### config.mk
export PLATFORM = sky130hd
export DESIGN_NAME = drc_top
export DESIGN_NICKNAME = d
export VERILOG_FILES = /design/src/rtl/drc_pkg.sv /design/src/rtl/drc_top.sv
export SDC_FILE = /design/constraint.sdc
export NUM_CORES = 2
export LEC_CHECK = 0
export ABC_AREA = 1
export BUFFER_PORTS_ARGS = -buffer_cell sky130_fd_sc_hd__buf_4
export CAP_MARGIN = 25
export CORE_UTILIZATION = 41
export DETAILED_ROUTE_END_ITERATION = 12
export GPL_ROUTABILITY_DRIVEN = 0
export GPL_TIMING_DRIVEN = 0
export PLACE_DENSITY = 0.56
export SYNTH_ARGS = -nofsm -noshare
export SYNTH_HDL_FRONTEND = slang
export SYNTH_SLANG_ARGS = --single-unit
### constraint.sdc
create_clock -name clk -period 104.5 [get_ports clk]
set_clock_uncertainty 0.2 [all_clocks]
set_input_delay 0 -clock clk [delete_from_list [all_inputs] [get_ports clk]]
set_output_delay 0 -clock clk [all_outputs]
set_load 0.01 [all_outputs]
### src/rtl/drc_pkg.sv
// Package for the drive reference and ramp configuration block.
// Assumes a 200 MHz clock and an AXI4-Lite master with 32-bit data.
package drc_pkg;
  // Register byte offsets
  localparam logic [7:0] ADDR_FMIN = 8'h00;
  localparam logic [7:0] ADDR_FMAX = 8'h04;
  localparam logic [7:0] ADDR_ACC = 8'h08;
  localparam logic [7:0] ADDR_DEC = 8'h0C;
  localparam logic [7:0] ADDR_REFA = 8'h10;
  localparam logic [7:0] ADDR_REFB = 8'h14;
  localparam logic [7:0] ADDR_ILIM = 8'h18;
  localparam logic [7:0] ADDR_CURVE = 8'h1C;
  localparam logic [7:0] ADDR_OPT = 8'h20;
  localparam logic [7:0] ADDR_CONCEAL = 8'h24;
  localparam logic [7:0] ADDR_LOCK = 8'h28;
  localparam logic [7:0] ADDR_PANEL = 8'h2C;
  localparam logic [7:0] ADDR_SSL = 8'h30;
  localparam logic [7:0] ADDR_DI3 = 8'h34;
  localparam logic [7:0] ADDR_STATUS = 8'h38;
  localparam logic [7:0] ADDR_FOUT = 8'h3C;
  localparam logic [7:0] ADDR_ADV_GROUP = 8'h40;
  // Frequencies in Hz, times in 0.1 s, current in 0.1 x nominal
  localparam logic [8:0] FMIN_RST = 9'h000;
  localparam logic [8:0] FMAX_RST = 9'h03C;
  localparam logic [8:0] CEIL_STD = 9'h078;
  localparam logic [8:0] CEIL_EXT = 9'h1F4;
  localparam logic [8:0] FMAX_EXT_CMD = 9'h078;
  localparam logic [8:0] FMAX_STD_CMD = 9'h077;
  localparam logic [14:0] RAMP_RST = 15'h001E;
  localparam logic [14:0] RAMP_MIN = 15'h0001;
  localparam logic [14:0] RAMP_MAX = 15'h7530;
  localparam logic [2:0] REFA_RST = 3'h1;
  localparam logic [2:0] REFB_RST = 3'h0;
  localparam logic [2:0] REF_MAX = 3'h4;
  localparam logic [4:0] ILIM_RST = 5'h0F;
  localparam logic [4:0] ILIM_MIN = 5'h01;
  localparam logic [4:0] ILIM_MAX = 5'h19;
  localparam logic [1:0] CURVE_MAX = 2'h2;
  localparam logic [2:0] SSL_MOTPOT = 3'h4;
  localparam logic [3:0] DI3_MOTPOT = 4'hA;
  localparam logic [3:0] DI3_RST = 4'h7;
  // Panel reference: 0.01 Hz units standard, 0.1 Hz extended
  localparam logic [15:0] PANEL_STEP_STD = 16'h0001;
  localparam logic [15:0] PANEL_STEP_EXT = 16'h000A;
  // Frequency kept in 0.01 Hz units, 16-bit fraction accumulator
  localparam int FRAC_W = 16;
  localparam logic [15:0] CENTI_PER_HZ = 16'h0064;
  localparam int CLK_HZ = 200_000_000;
  localparam int DECI_S_HZ = 10;
  // One ramp tick per millisecond
  localparam int TICK_MS = 1;
  localparam int TICK_CYC = CLK_HZ / 1000 * TICK_MS;
  localparam int TICKS_PER_DECI = 100 / TICK_MS;
  // Motor potentiometer slew in 0.01 Hz per tick
  localparam logic [15:0] MOTPOT_STEP = 16'h0001;
  // Voltage curve points: output as fraction of 0..1023
  localparam logic [9:0] V_FULL = 10'h3FF;
  localparam logic [9:0] BOOST_V = 10'h033;
  localparam logic [15:0] BOOST_FREQ = 16'h03E8;
  localparam logic [15:0] FWP_RST = 16'h1770;

  typedef enum logic [1:0] {
    DRC_RUN_STOPPED,
    DRC_RUN_RAMP,
    DRC_RUN_HOLD
  } drc_run_e;

  typedef struct packed {
    logic [15:0] fout;
    logic [9:0] vout;
    logic [4:0] ilim;
    logic running;
    logic ext_range;
  } drc_out_s;
endpackage : drc_pkg

### src/rtl/drc_top.sv
// Drive reference, ramp and basic parameter set behind an AXI4-Lite slave.
// Assumes synchronous digital inputs and analog values already digitized.
//
// The placing of the registers and the AXI4-Lite register port are this design's own decisions.
`timescale 1ns/1ps

// Functional notes
// Output frequency stays between programmed minimum and maximum; the write keeps a minimum above 119 Hz, so output exceeds maximum.
// After reset both frequency limits are capped at 120 Hz.
// Writing max 120 Hz while stopped raises ceiling to 500 Hz.
// Extended range coarsens panel reference step from 0.01 Hz to 0.1 Hz.
// Writing max 119 Hz while stopped restores 120 Hz ceiling.
// Ramp times span min to max, 0.1 s steps, default 3.0 s.
// Frequency slews at span over ramp time, stopping at target.
// Analog input may shorten acceleration and deceleration times.
// Reference code: 0 voltage, 1 current, 2 panel, 3/4 motor pot.
// Motor pot rises with input two, falls with input three.
// Code 4 reloads motor pot with minimum frequency at every stop.
// Source A code 3/4 forces start logic 4 and input three function 10.
// Source B reference decodes the same five codes.
// Source select open uses A, closed uses B.
// Current capped at limit; analog input may lower it.
// Curve 0: linear voltage to field weakening point, then nominal.
// Curve 1: squared voltage to field weakening point.
// Optimization 1 adds low-frequency torque boost; 0 none.
// Conceal 1 exposes only basic group; 0 exposes all.
// Lock 1 rejects all parameter changes except writes to the lock register; 0 accepts.
// Marked basic settings change only while the drive is stopped.
module drc_top (
  input wire logic clk,
  input wire logic rst,
  input wire logic ce,
  input wire logic [7:0] s_axi_awaddr,
  input wire logic s_axi_awvalid,
  output logic s_axi_awready,
  input wire logic [31:0] s_axi_wdata,
  input wire logic [3:0] s_axi_wstrb,
  input wire logic s_axi_wvalid,
  output logic s_axi_wready,
  output logic [1:0] s_axi_bresp,
  output logic s_axi_bvalid,
  input wire logic s_axi_bready,
  input wire logic [7:0] s_axi_araddr,
  input wire logic s_axi_arvalid,
  output logic s_axi_arready,
  output logic [31:0] s_axi_rdata,
  output logic [1:0] s_axi_rresp,
  output logic s_axi_rvalid,
  input wire logic s_axi_rready,
  input wire logic run_cmd,
  input wire logic source_a_input_two,
  input wire logic source_a_input_three,
  input wire logic source_select_input,
  input wire logic [15:0] ain_volt_ref,
  input wire logic [15:0] ain_curr_ref,
  input wire logic [7:0] ain_ramp_scale,
  input wire logic [4:0] ain_ilim,
  output drc_pkg::drc_out_s drive_out
);
  import drc_pkg::*;

  ////////////////////////////////////////////////////////////////////////////
  // Parameter registers
  logic [8:0] fmin_ff;
  logic [8:0] fmax_ff;
  logic ext_ff;
  logic [14:0] acc_ff;
  logic [14:0] dec_ff;
  logic [2:0] refa_ff;
  logic [2:0] refb_ff;
  logic [4:0] ilim_ff;
  logic [1:0] curve_ff;
  logic opt_ff;
  logic conceal_ff;
  logic lock_ff;
  logic [15:0] panel_ff;
  logic [2:0] ssl_ff;
  logic [3:0] di3_ff;
  logic [31:0] adv_ff;
  // Bus state
  logic [7:0] awaddr_ff;
  logic aw_have_ff;
  logic [31:0] wdata_ff;
  logic w_have_ff;
  logic wr_go;
  logic wr_ok;
  logic [1:0] wr_resp;
  // Drive state
  drc_run_e run_ff;
  logic [15:0] fout_ff;
  logic [FRAC_W-1:0] frac_ff;
  logic [15:0] motpot_ff;
  logic [17:0] tick_cnt_ff;
  logic tick;
  function automatic logic [15:0] hz_to_centi(input logic [8:0] hz);
    hz_to_centi = 16'(32'(hz) * 32'(CENTI_PER_HZ));
  endfunction : hz_to_centi
  function automatic logic [15:0] clamp16(input logic [15:0] v, lo, hi);
    clamp16 = (v < lo) ? lo : (v > hi) ? hi : v;
  endfunction : clamp16
  function automatic logic is_basic(input logic [7:0] a);
    is_basic = (a <= ADDR_FOUT);
  endfunction : is_basic
  function automatic logic addr_bad(input logic [7:0] a, input logic hide);
    addr_bad = a[1:0] != 2'b00 || a > ADDR_ADV_GROUP || (hide && !is_basic(a));
  endfunction : addr_bad
  logic stopped;
  assign stopped = (run_ff == DRC_RUN_STOPPED);

  ////////////////////////////////////////////////////////////////////////////
  // AXI4-Lite write channel
  assign wr_go = aw_have_ff && w_have_ff && !s_axi_bvalid;
  assign wr_ok = !(lock_ff && awaddr_ff != ADDR_LOCK) &&
                 !addr_bad(awaddr_ff, conceal_ff);
  assign wr_resp = wr_ok ? 2'b00 : 2'b10;
  always_ff @(posedge clk) begin
    if (rst) begin
      aw_have_ff <= 1'b0;
      w_have_ff <= 1'b0;
      awaddr_ff <= 8'h00;
      wdata_ff <= 32'h0000_0000;
      s_axi_awready <= 1'b0;
      s_axi_wready <= 1'b0;
      s_axi_bvalid <= 1'b0;
      s_axi_bresp <= 2'b00;
    end else if (ce) begin
      s_axi_awready <= !aw_have_ff && !s_axi_awready && s_axi_awvalid;
      s_axi_wready <= !w_have_ff && !s_axi_wready && s_axi_wvalid;
      if (s_axi_awvalid && s_axi_awready) begin
        aw_have_ff <= 1'b1;
        awaddr_ff <= s_axi_awaddr;
      end
      if (s_axi_wvalid && s_axi_wready) begin
        w_have_ff <= 1'b1;
        wdata_ff <= s_axi_wdata;
      end
      if (wr_go) begin
        s_axi_bvalid <= 1'b1;
        s_axi_bresp <= wr_resp;
      end else if (s_axi_bvalid && s_axi_bready) begin
        s_axi_bvalid <= 1'b0;
        aw_have_ff <= 1'b0;
        w_have_ff <= 1'b0;
      end
    end
  end

  ////////////////////////////////////////////////////////////////////////////
  // Parameter writes
  logic [8:0] ceil_now;
  logic [8:0] wr_hz;
  logic [14:0] wr_ramp;
  logic [4:0] wr_ilim;
  assign ceil_now = ext_ff ? CEIL_EXT : CEIL_STD;
  assign wr_hz = (wdata_ff[31:9] != 23'h0) ? 9'h1FF : wdata_ff[8:0];
  assign wr_ramp = (wdata_ff[31:15] != 17'h0) ? RAMP_MAX :
                   (wdata_ff[14:0] < RAMP_MIN) ? RAMP_MIN :
                   (wdata_ff[14:0] > RAMP_MAX) ? RAMP_MAX : wdata_ff[14:0];
  assign wr_ilim = (wdata_ff[31:5] != 27'h0) ? ILIM_MAX :
                   (wdata_ff[4:0] < ILIM_MIN) ? ILIM_MIN :
                   (wdata_ff[4:0] > ILIM_MAX) ? ILIM_MAX : wdata_ff[4:0];
  always_ff @(posedge clk) begin
    if (rst) begin
      fmin_ff <= FMIN_RST;
      fmax_ff <= FMAX_RST;
      ext_ff <= 1'b0;
      acc_ff <= RAMP_RST;
      dec_ff <= RAMP_RST;
      refa_ff <= REFA_RST;
      refb_ff <= REFB_RST;
      ilim_ff <= ILIM_RST;
      curve_ff <= 2'h0;
      opt_ff <= 1'b0;
      conceal_ff <= 1'b0;
      lock_ff <= 1'b0;
      panel_ff <= 16'h0000;
      ssl_ff <= 3'h0;
      di3_ff <= DI3_RST;
      adv_ff <= 32'h0000_0000;
    end else if (ce && wr_go && wr_ok) begin
      case (awaddr_ff)
        ADDR_FMIN: begin
          if (stopped && wr_hz <= fmax_ff) begin
            fmin_ff <= wr_hz;
          end
        end
        ADDR_FMAX: begin
          if (stopped) begin
            if (!ext_ff && wr_hz == FMAX_EXT_CMD) begin
              ext_ff <= 1'b1;
              fmax_ff <= wr_hz;
            end else if (ext_ff && wr_hz == FMAX_STD_CMD) begin
              ext_ff <= 1'b0;
              fmax_ff <= wr_hz;
              panel_ff <= panel_ff - (panel_ff % PANEL_STEP_STD);
            end else if (wr_hz >= fmin_ff && wr_hz <= ceil_now) begin
              fmax_ff <= wr_hz;
            end
          end
        end
        ADDR_ACC: acc_ff <= wr_ramp;
        ADDR_DEC: dec_ff <= wr_ramp;
        ADDR_REFA: begin
          if (wdata_ff[31:0] <= 32'(REF_MAX)) begin
            refa_ff <= wdata_ff[2:0];
            if (wdata_ff[2:0] == 3'h3 || wdata_ff[2:0] == 3'h4) begin
              ssl_ff <= SSL_MOTPOT;
              di3_ff <= DI3_MOTPOT;
            end
          end
        end
        ADDR_REFB: begin
          if (wdata_ff[31:0] <= 32'(REF_MAX)) begin
            refb_ff <= wdata_ff[2:0];
          end
        end
        ADDR_ILIM: ilim_ff <= wr_ilim;
        ADDR_CURVE: begin
          if (wdata_ff[31:0] <= 32'(CURVE_MAX)) begin
            curve_ff <= wdata_ff[1:0];
          end
        end
        ADDR_OPT: opt_ff <= wdata_ff[0];
        ADDR_CONCEAL: conceal_ff <= wdata_ff[0];
        ADDR_LOCK: lock_ff <= wdata_ff[0];
        ADDR_PANEL: begin
          // Extended range keeps only 0.1 Hz steps
          panel_ff <= ext_ff ? wdata_ff[15:0] - (wdata_ff[15:0] % PANEL_STEP_EXT)
                             : wdata_ff[15:0];
        end
        ADDR_SSL: ssl_ff <= wdata_ff[2:0];
        ADDR_DI3: di3_ff <= wdata_ff[3:0];
        ADDR_ADV_GROUP: adv_ff <= wdata_ff;
        default: begin
        end
      endcase
    end
  end

  ////////////////////////////////////////////////////////////////////////////
  // AXI4-Lite read channel
  logic [31:0] rd_val;
  always_comb begin
    case (s_axi_araddr)
      ADDR_FMIN: rd_val = 32'(fmin_ff);
      ADDR_FMAX: rd_val = 32'(fmax_ff);
      ADDR_ACC: rd_val = 32'(acc_ff);
      ADDR_DEC: rd_val = 32'(dec_ff);
      ADDR_REFA: rd_val = 32'(refa_ff);
      ADDR_REFB: rd_val = 32'(refb_ff);
      ADDR_ILIM: rd_val = 32'(ilim_ff);
      ADDR_CURVE: rd_val = 32'(curve_ff);
      ADDR_OPT: rd_val = 32'(opt_ff);
      ADDR_CONCEAL: rd_val = 32'(conceal_ff);
      ADDR_LOCK: rd_val = 32'(lock_ff);
      ADDR_PANEL: rd_val = 32'(panel_ff);
      ADDR_SSL: rd_val = 32'(ssl_ff);
      ADDR_DI3: rd_val = 32'(di3_ff);
      ADDR_STATUS: rd_val = {28'h0, source_select_input, ext_ff, !stopped,
                             run_ff == DRC_RUN_RAMP};
      ADDR_FOUT: rd_val = 32'(fout_ff);
      ADDR_ADV_GROUP: rd_val = conceal_ff ? 32'h0000_0000 : adv_ff;
      default: rd_val = 32'h0000_0000;
    endcase
  end
  always_ff @(posedge clk) begin
    if (rst) begin
      s_axi_arready <= 1'b0;
      s_axi_rvalid <= 1'b0;
      s_axi_rdata <= 32'h0000_0000;
      s_axi_rresp <= 2'b00;
    end else if (ce) begin
      s_axi_arready <= !s_axi_arready && !s_axi_rvalid && s_axi_arvalid;
      if (s_axi_arvalid && s_axi_arready) begin
        s_axi_rvalid <= 1'b1;
        s_axi_rdata <= rd_val;
        s_axi_rresp <= addr_bad(s_axi_araddr, conceal_ff) ? 2'b10 : 2'b00;
      end else if (s_axi_rvalid && s_axi_rready) begin
        s_axi_rvalid <= 1'b0;
      end
    end
  end

  ////////////////////////////////////////////////////////////////////////////
  // Reference selection and motor potentiometer
  logic [2:0] ref_code;
  logic [15:0] ref_raw;
  logic [15:0] fmin_c;
  logic [15:0] fmax_c;
  logic [15:0] target;
  assign fmin_c = hz_to_centi(fmin_ff);
  assign fmax_c = hz_to_centi(fmax_ff);
  assign ref_code = source_select_input ? refb_ff : refa_ff;
  always_comb begin
    case (ref_code)
      3'h0: ref_raw = ain_volt_ref;
      3'h1: ref_raw = ain_curr_ref;
      3'h2: ref_raw = panel_ff;
      3'h3, 3'h4: ref_raw = motpot_ff;
      default: ref_raw = fmin_c;
    endcase
  end
  assign target = run_cmd ? clamp16(ref_raw, fmin_c, fmax_c) : fmin_c;
  always_ff @(posedge clk) begin
    if (rst) begin
      motpot_ff <= 16'h0000;
    end else if (ce) begin
      if (stopped && ref_code == 3'h4) begin
        motpot_ff <= fmin_c;
      end else if (tick && source_a_input_two && !source_a_input_three) begin
        motpot_ff <= clamp16(motpot_ff + MOTPOT_STEP, fmin_c, fmax_c);
      end else if (tick && source_a_input_three && !source_a_input_two) begin
        motpot_ff <= (motpot_ff > fmin_c + MOTPOT_STEP) ? motpot_ff - MOTPOT_STEP
                                                       : fmin_c;
      end else begin
        motpot_ff <= clamp16(motpot_ff, fmin_c, fmax_c);
      end
    end
  end

  ////////////////////////////////////////////////////////////////////////////
  // Ramp generator
  assign tick = (tick_cnt_ff == 18'(TICK_CYC - 1));
  always_ff @(posedge clk) begin
    if (rst) begin
      tick_cnt_ff <= 18'h0_0000;
    end else if (ce) begin
      tick_cnt_ff <= tick ? 18'h0_0000 : tick_cnt_ff + 18'h0_0001;
    end
  end
  // Step per tick in 1/65536 of 0.01 Hz: span / (time_in_ticks), time scaled
  logic [14:0] ramp_t;
  logic [22:0] eff_ticks;
  logic [31:0] span_fx;
  logic [31:0] step_fx;
  logic [31:0] acc_sum;
  assign ramp_t = (fout_ff < target) ? acc_ff : dec_ff;
  // Analog scale 255 = full time, lower shortens
  assign eff_ticks = 23'((32'(ramp_t) * 32'(TICKS_PER_DECI) * (32'(ain_ramp_scale) + 32'h1))
                     >> 8);
  assign span_fx = 32'(fmax_c - fmin_c) << FRAC_W;
  assign step_fx = span_fx / ((eff_ticks == 23'h0) ? 32'h1 : 32'(eff_ticks));
  assign acc_sum = {fout_ff, frac_ff} + ((fout_ff < target) ? step_fx : -step_fx);
  always_ff @(posedge clk) begin
    if (rst) begin
      fout_ff <= 16'h0000;
      frac_ff <= '0;
      run_ff <= DRC_RUN_STOPPED;
    end else if (ce) begin
      case (run_ff)
        DRC_RUN_STOPPED: begin
          fout_ff <= fmin_c;
          frac_ff <= '0;
          if (run_cmd) begin
            run_ff <= DRC_RUN_RAMP;
          end
        end
        DRC_RUN_RAMP, DRC_RUN_HOLD: begin
          if (fout_ff == target) begin
            frac_ff <= '0;
            run_ff <= (!run_cmd && fout_ff == fmin_c) ? DRC_RUN_STOPPED : DRC_RUN_HOLD;
          end else if (tick) begin
            run_ff <= DRC_RUN_RAMP;
            frac_ff <= acc_sum[15:0];
            if (fout_ff < target) begin
              fout_ff <= (acc_sum[31:16] >= target || acc_sum[31:16] < fout_ff)
                         ? target : acc_sum[31:16];
            end else begin
              fout_ff <= (acc_sum[31:16] <= target || acc_sum[31:16] > fout_ff)
                         ? target : acc_sum[31:16];
            end
          end
        end
        default: run_ff <= DRC_RUN_STOPPED;
      endcase
    end
  end

  ////////////////////////////////////////////////////////////////////////////
  // Voltage curve, current limit, outputs
  logic [15:0] fwp;
  logic [31:0] ratio;
  logic [9:0] v_curve;
  logic [10:0] v_sum;
  assign fwp = FWP_RST;
  assign ratio = (fout_ff >= fwp) ? 32'(V_FULL) : (32'(fout_ff) * 32'(V_FULL)) / 32'(fwp);
  assign v_curve = (curve_ff == 2'h1) ? 10'((ratio * ratio) / 32'(V_FULL))
                                      : ratio[9:0];
  assign v_sum = 11'(v_curve) + ((opt_ff && fout_ff < BOOST_FREQ) ? 11'(BOOST_V) : 11'h0);
  always_ff @(posedge clk) begin
    if (rst) begin
      drive_out <= '0;
    end else if (ce) begin
      drive_out.fout <= fout_ff;
      drive_out.vout <= (v_sum > 11'(V_FULL)) ? V_FULL : v_sum[9:0];
      drive_out.ilim <= (ain_ilim < ilim_ff) ? ain_ilim : ilim_ff;
      drive_out.running <= !stopped;
      drive_out.ext_range <= ext_ff;
    end
  end
endmodule : drc_top

== Yosys cells after proc, flatten, opt, wreduce, memory -nomap -nowiden ==
Index checks and enable logic that the tools add are counted.

* Multipliers: 6
* Eq/ne operators: 51
* $add $sub $neg: 10
* Divide/modulo/power cells: 4
* Bitwise logic cells: 0
* Muxes and demuxes: 70
* Reduce and logical (&&, ||, !) cells: 99
* Magnitude comparators: 29
* Shift operators: 0

{| class="wikitable"
|+ Operator list
! cell !! number
|-
| 32-bit case mux with 17 select lines || 1
|-
| 16-bit 2-to-1 mux || 19
|-
| 8-bit by 6-bit == test with 1-bit output (second input constant) || 14
|-
| 32-bit 2-to-1 mux || 3
|-
| 16-bit > comparator || 5
|-
| 16-bit < comparator || 5
|-
| 8-bit by 5-bit == test with 1-bit output (second input constant) || 8
|-
| 16-bit case mux with 2 select lines || 2
|-
| 16-bit case mux with 4 select lines || 1
|-
| 15-bit 2-to-1 mux || 4
|-
| 9-bit 2-to-1 mux || 5
|-
| 16-bit by 1-bit adder with 16-bit output (second input constant) || 2
|-
| 32-bit adder || 1
|-
| 26-bit by 13-bit divider with 32-bit output (second input constant) || 1
|-
| 32-bit by 10-bit divider with 32-bit output (second input constant) || 1
|-
| 32-bit by 32-bit divider with 32-bit output || 1
|-
| 16-bit == test || 2
|-
| 8-bit by 4-bit == test with 1-bit output (second input constant) || 4
|-
| 32-bit by 2-bit <= comparator with 1-bit output (second input constant) || 1
|-
| 32-bit by 3-bit <= comparator with 1-bit output (second input constant) || 1
|-
| 32-bit by 32-bit multiplier with 32-bit output || 1
|-
| 32-bit negator || 1
|-
| 16-bit subtractor || 2
|-
| 1-bit logical AND || 30
|-
| other kinds (63) || 154
|}

* RAM bits: 0
* Memories: 0
* Logic and storage cells: 307
* Register bits after elaboration: 304
* Memory bits (read-only): 0
* Input port bits: 109
* Latch bits: 0

== Longest topological paths before layout ==
* Depth in word-level cells: 25
* Mapped depth: 682
* Mapped depth without buffers: 640

== Worst setup path after synthesis ==
Ideal clock, no wire load.

* Kind: flip-flop to flip-flop
* From: register fmin_ff[2]
* To: register fout_ff[5]
* Setup slack: 14.299 ns
* Required time: 104.168 ns
* Arrival: 89.868 ns
* Stages on the path, launching flop included: 634
* Clock period less this slack: 90.201 ns
* Library setup time: 0.132 ns
* Path through: dfxtp_1 > ha_1 > ha_1 > fa_1 > ha_1 > nand2_1 > nand2_1 > nand3_1 > nand2_1 > a21oi_1 > or2_2 > nand2_1 > a21oi_1 > or2_2 > nand2_1 > inv_1 > nand2_1 > o2111ai_1 > (+598 left out) > o31ai_1 > xor2_1 > xor2_1 > inv_1 > nand2_1 > nand2_1 > ha_1 > nand2_1 > or4_1 > nor4_1 > nor3_1 > inv_1 > clkbuf_1 > a21oi_1 > o21ai_0 > nand3_1 > o211ai_1 > a21oi_1

* Word-level cells in the longest chain between the ends: 23

{| class="wikitable"
|+ Ends and longest elaborated chain
! element !! line !! text
|-
| start, declared || drc_top.sv:64 || <nowiki>logic [8:0] fmin_ff;</nowiki>
|-
| start signal, assigned || drc_top.sv:184 || <nowiki>fmin_ff <= wr_hz;</nowiki>
|-
| 9-bit by 5-bit multiplier with 14-bit output * || drc_top.sv:96 || <nowiki>hz_to_centi = 16'(32'(hz) * 32'(CENTI_PER_HZ));</nowiki>
|-
| 16-bit case mux with 4 select lines || drc_top.sv:295 || <nowiki>case (ref_code)</nowiki>
|-
| 16-bit > comparator || drc_top.sv:99 || <nowiki>clamp16 = (v < lo) ? lo : (v > hi) ? hi : v;</nowiki>
|-
| 16-bit 2-to-1 mux (2 in a row) || drc_top.sv:99 ||
|-
| 16-bit 2-to-1 mux || drc_top.sv:303 || <nowiki>assign target = run_cmd ? clamp16(ref_raw, fmin_c, fmax_c) : fmin_c;</nowiki>
|-
| 16-bit < comparator || drc_top.sv:337, drc_top.sv:343, drc_top.sv:365 ||
|-
| 15-bit 2-to-1 mux || drc_top.sv:337 || <nowiki>assign ramp_t = (fout_ff < target) ? acc_ff : dec_ff;</nowiki>
|-
| 15-bit by 5-bit multiplier with 20-bit output || drc_top.sv:339 || <nowiki>assign eff_ticks = 23'((32'(ramp_t) * 32'(TICKS_PER_DECI) * (32'(ain_ramp_scale) + 32'h1))</nowiki>
|-
| (+6 left out) || n/a ||
|-
| 32-bit adder || drc_top.sv:343 || <nowiki>assign acc_sum = {fout_ff, frac_ff} + ((fout_ff < target) ? step_fx : -step_fx);</nowiki>
|-
| 16-bit <= comparator, or another cell as far along || drc_top.sv:369 || <nowiki>fout_ff <= (acc_sum[31:16] <= target || acc_sum[31:16] > fout_ff)</nowiki>
|-
| 1-bit logical OR (on tied branches) || drc_top.sv:369, drc_top.sv:366 ||
|-
| 16-bit 2-to-1 mux (on tied branches) || drc_top.sv:370, drc_top.sv:367 ||
|-
| 16-bit 2-to-1 mux || drc_top.sv:365 || <nowiki>if (fout_ff < target) begin</nowiki>
|-
| 16-bit 2-to-1 mux || drc_top.sv:362 || <nowiki>end else if (tick) begin</nowiki>
|-
| 16-bit 2-to-1 mux || drc_top.sv:359 || <nowiki>if (fout_ff == target) begin</nowiki>
|-
| 16-bit case mux with 2 select lines || drc_top.sv:350 || <nowiki>case (run_ff)</nowiki>
|-
| end signal, assigned || drc_top.sv:352 || <nowiki>fout_ff <= fmin_c;</nowiki>
|-
| end signal, assigned || drc_top.sv:366 || <nowiki>fout_ff <= (acc_sum[31:16] >= target || acc_sum[31:16] < fout_ff)</nowiki>
|-
| end signal, assigned || drc_top.sv:369 ||
|-
| end, declared || drc_top.sv:90 || <nowiki>logic [15:0] fout_ff;</nowiki>
|}

Mark *: on every way between the ends. The rest lies on a longest branch, timed or not. The select of a mux whose other input is x is not followed.
A chain may end at the register's enable or synchronous reset.

== Worst setup path after layout ==
* From: register fmin_ff[3]
* To: register fout_ff[5]

Same word-level chain as after synthesis.

==> impl_metrics.ini <==
[detailed_routing]
ant_nets = 0
drt-met1-wl_mm = 123
wl_met3_mm = 17.3
dr_wl_met2_mm = 129
vias_per_cell = 5.46
wl_per_cell_um = 18.1
drc = 0
top_layer = met5
firstDrtPassIters = 9
vias = 84500
totalWireLength_mm = 281
drt-initial-drc-count = 6424

[placement]
dp_hpwl_mm = 233
placed_cell_area_mm2 = 0.0845
pre_cts_ws_ns = -11.22
portBuffers = 174

[final_layout]
drive_above_1_share = 0.101
nFillCells = 20100
areaGrowthSynthToFinish_pct = 11.9
final_nets = 14400
final_cell_area_mm2 = 0.0887
utilization = 0.461

[logic_synthesis]
synth_top_family_by_area = simple AND/OR/NAND/NOR gates
synth-compound-area-share = 0.190
synthFlopType = dfxtp_1
synth_edf_count = 0
synth_area_leader_cell = ha_1
synth_area_mm2 = 0.0793
synth_cells = 12500
ys.warnings.count = 0
synth_cell_types = 105
yosys-top-cells-area = ha_1 (16%), nand2_1 (13%), inv_1 (9.0%)
ys_ff_latch = 302
async_flop_share = 0
synth.top_cell.area_share = 0.164
syn_avg_cell_area_um2 = 6.35
synth_xor_area_frac = 0.0728
synth_mux_area_frac = 0.000537
seq_area_frac_synth = 0.0763
synth_fa_ha_area_frac = 0.253
synth-simple-area-share = 0.296

[min_path]
min_path_type = input port to flip-flop

[timing]
fmax_ghz = 0.0103
tightest_slew_ns = 1.17
fin_ws_ns = 7.20
hold_violations = 0
period_share = 0.931
fin_hold_ws_ns = 0.0159
fin_crit_ns = 97.30
relSlewSlack = 0.217
setup_viol = 0
drv_slew = 0

[cts]
tritoncts_num_sinks = 302
clk_pin_slew_ns = 0.06
htreeDepth = 2
clock-root-buffer = clkbuf_16
cts_buffer_depth = 3
clock_latency_ns = 0.65
cts_tree = done
cts_buffers = 38

[flow_run]
maxCapViolations = 0

[critical_path]
worstSetupPathType = flip-flop to flip-flop
end_kind = flip-flop
cp.arrival_ns = 97.60
cp_data_required_time_ns = 104.80
critPathMaxStageDelay_ns = 1.04
cp_slowest_cell = o21ai_0
path_max_fanout = 22
critPathMostFrequentCell = nand2_1
r2r_slack_ns = 7.20
startpoint_type = flip-flop

[floorplanning]
core.rowCount = 161
die_width_um = 442
coreArea_mm2 = 0.192
die_area_mm2 = 0.195
io_pins = 183
initial_utilization = 0.412
die_h_um = 442

[outcome]
status = finished clean

[grt]
grt-ovfl-total = 0
grt_pass1_wl_mm = 438
grt_pass1_vias = 80400
antenna_found_initial = 11
grt_usage = 0.276
grt_max_degree = 32
## registers in the layout, indices dropped and copies added, names as in the netlist, 4 cells and up
name and cells:
wdata_ff 32, dec_ff 15, acc_ff 15, awaddr_ff 8
fout_ff 16, panel_ff 16, ilim_ff 5, s_axi_rdata 32
fmax_ff 9, motpot_ff 16, adv_ff 32, drive_out 33
fmin_ff 9, di3_ff 4, frac_ff 16, tick_cnt_ff 18
## routing by layer
layer	vias to the layer above	global-route usage
met5	-	0
met4	6	0.0980
met3	542	0.0309
met2	2534	0.469
met1	39400	0.359
li1	42000	-
## worst max-delay path: cells and delay by family, from the launching register on
family / cells / cell delay [ns]
compound gates: 194 / 33.24
xor+xnor: 4 / 0.98
fa+ha+maj: 49 / 16.48
buf+inv: 126 / 17.70
flops: 1 / 0.36
simple gates: 250 / 27.87
## metrics by stage
stage | cells | setup TNS (ns)
global route | 15500 | -1.34
finish | 15500 | 0
detailed placement | 15300 | -258.54
global placement | 15200 | -370.64
floorplan | 12500 | 0
CTS | 15400 | 0
## cell usage in the layout, fill, tap and decap left out, types with 48 or more instances in the layout
master and instances:
inv_1 1888, o211ai_1 87, o21ai_0 820, buf_4 282, nand3_1 579, or2_2 67, dfxtp_1 297, a21oi_1 999
nand2_1 2686, a31oi_1 55, dlygate4sd3_1 99, a21o_1 51, nand3_2 53, fa_1 349, o21ai_1 100, clkbuf_1 130
nor2_2 71, nor3_1 137, nand2_4 54, a211oi_1 67, xnor2_1 256, nand2_2 220, nor2_1 1080, o21bai_1 70
ha_1 1031, o21ai_2 48, xor2_1 376, inv_2 70, nand4_1 149
## cells by family after synthesis
kind of cell / count (synthesis)
buffers and inverters: 2241
adders and majority gates: 1390
other: 2
DFF: 302
xor gates and xnor gates: 651
muxes: 4
AOI/OAI and AO/OA: 2636
and+or+nand+nor: 5267
## final timing paths
kind	from	endpoint	depth (start not counted)
setup / recovery	fmin_ff[3]	fout_ff[5]	623
hold / removal	s_axi_wdata[5]	wdata_ff[5]	4
setup reg to reg	fmin_ff[3]	fout_ff[5]	623
hold reg to reg	drive_out[3]	drive_out[3]	2
## final cells by class
type | count | area, µm² | area share
clock buffers | 50 | 1050 | 0.0118
flip-flops and latches | 302 | 6060 | 0.0683
multi-input cells | 9957 | 65400 | 0.738
repair buffers | 399 | 3600 | 0.0406
diodes | 2 | 5.00 | 0.0000564
clock inverters | 19 | 313 | 0.00353
plain buffers | 234 | 1470 | 0.0166
well taps | 2526 | 3160 | 0.0356
inverters | 2004 | 7590 | 0.0856
## cell usage after synthesis, types with 51 or more instances
master	number
a21o_1	51
xnor2_1	259
dfxtp_1	302
o21ai_1	63
ha_1	1040
o21bai_1	72
nand3_2	52
fa_1	350
nor3_1	143
inv_1	1906
a31oi_1	61
inv_2	60
nand3_1	582
nand2_2	210
nand4_1	149
nor2_1	1088
xor2_1	384
o211ai_1	87
clkbuf_1	174
o21ai_0	884
nand2_1	2701
nor2_2	66
a211oi_1	71
a21oi_1	1029
or2_2	67
## repair_timing
action                                 in CTS  in global routing
setup endpoints to repair                  32                 32
endpoints found under the hold margin     109                  0
setup buffers                               8                 62
cloned                                      0                  1
pin swaps                                   8                 52
gates resized for setup                   123                313
hold buffers                               99                  0
Power is left out: the tool's default activity adds up to more than one toggle a clock period on the data nets, which glitch-free logic cannot reach.
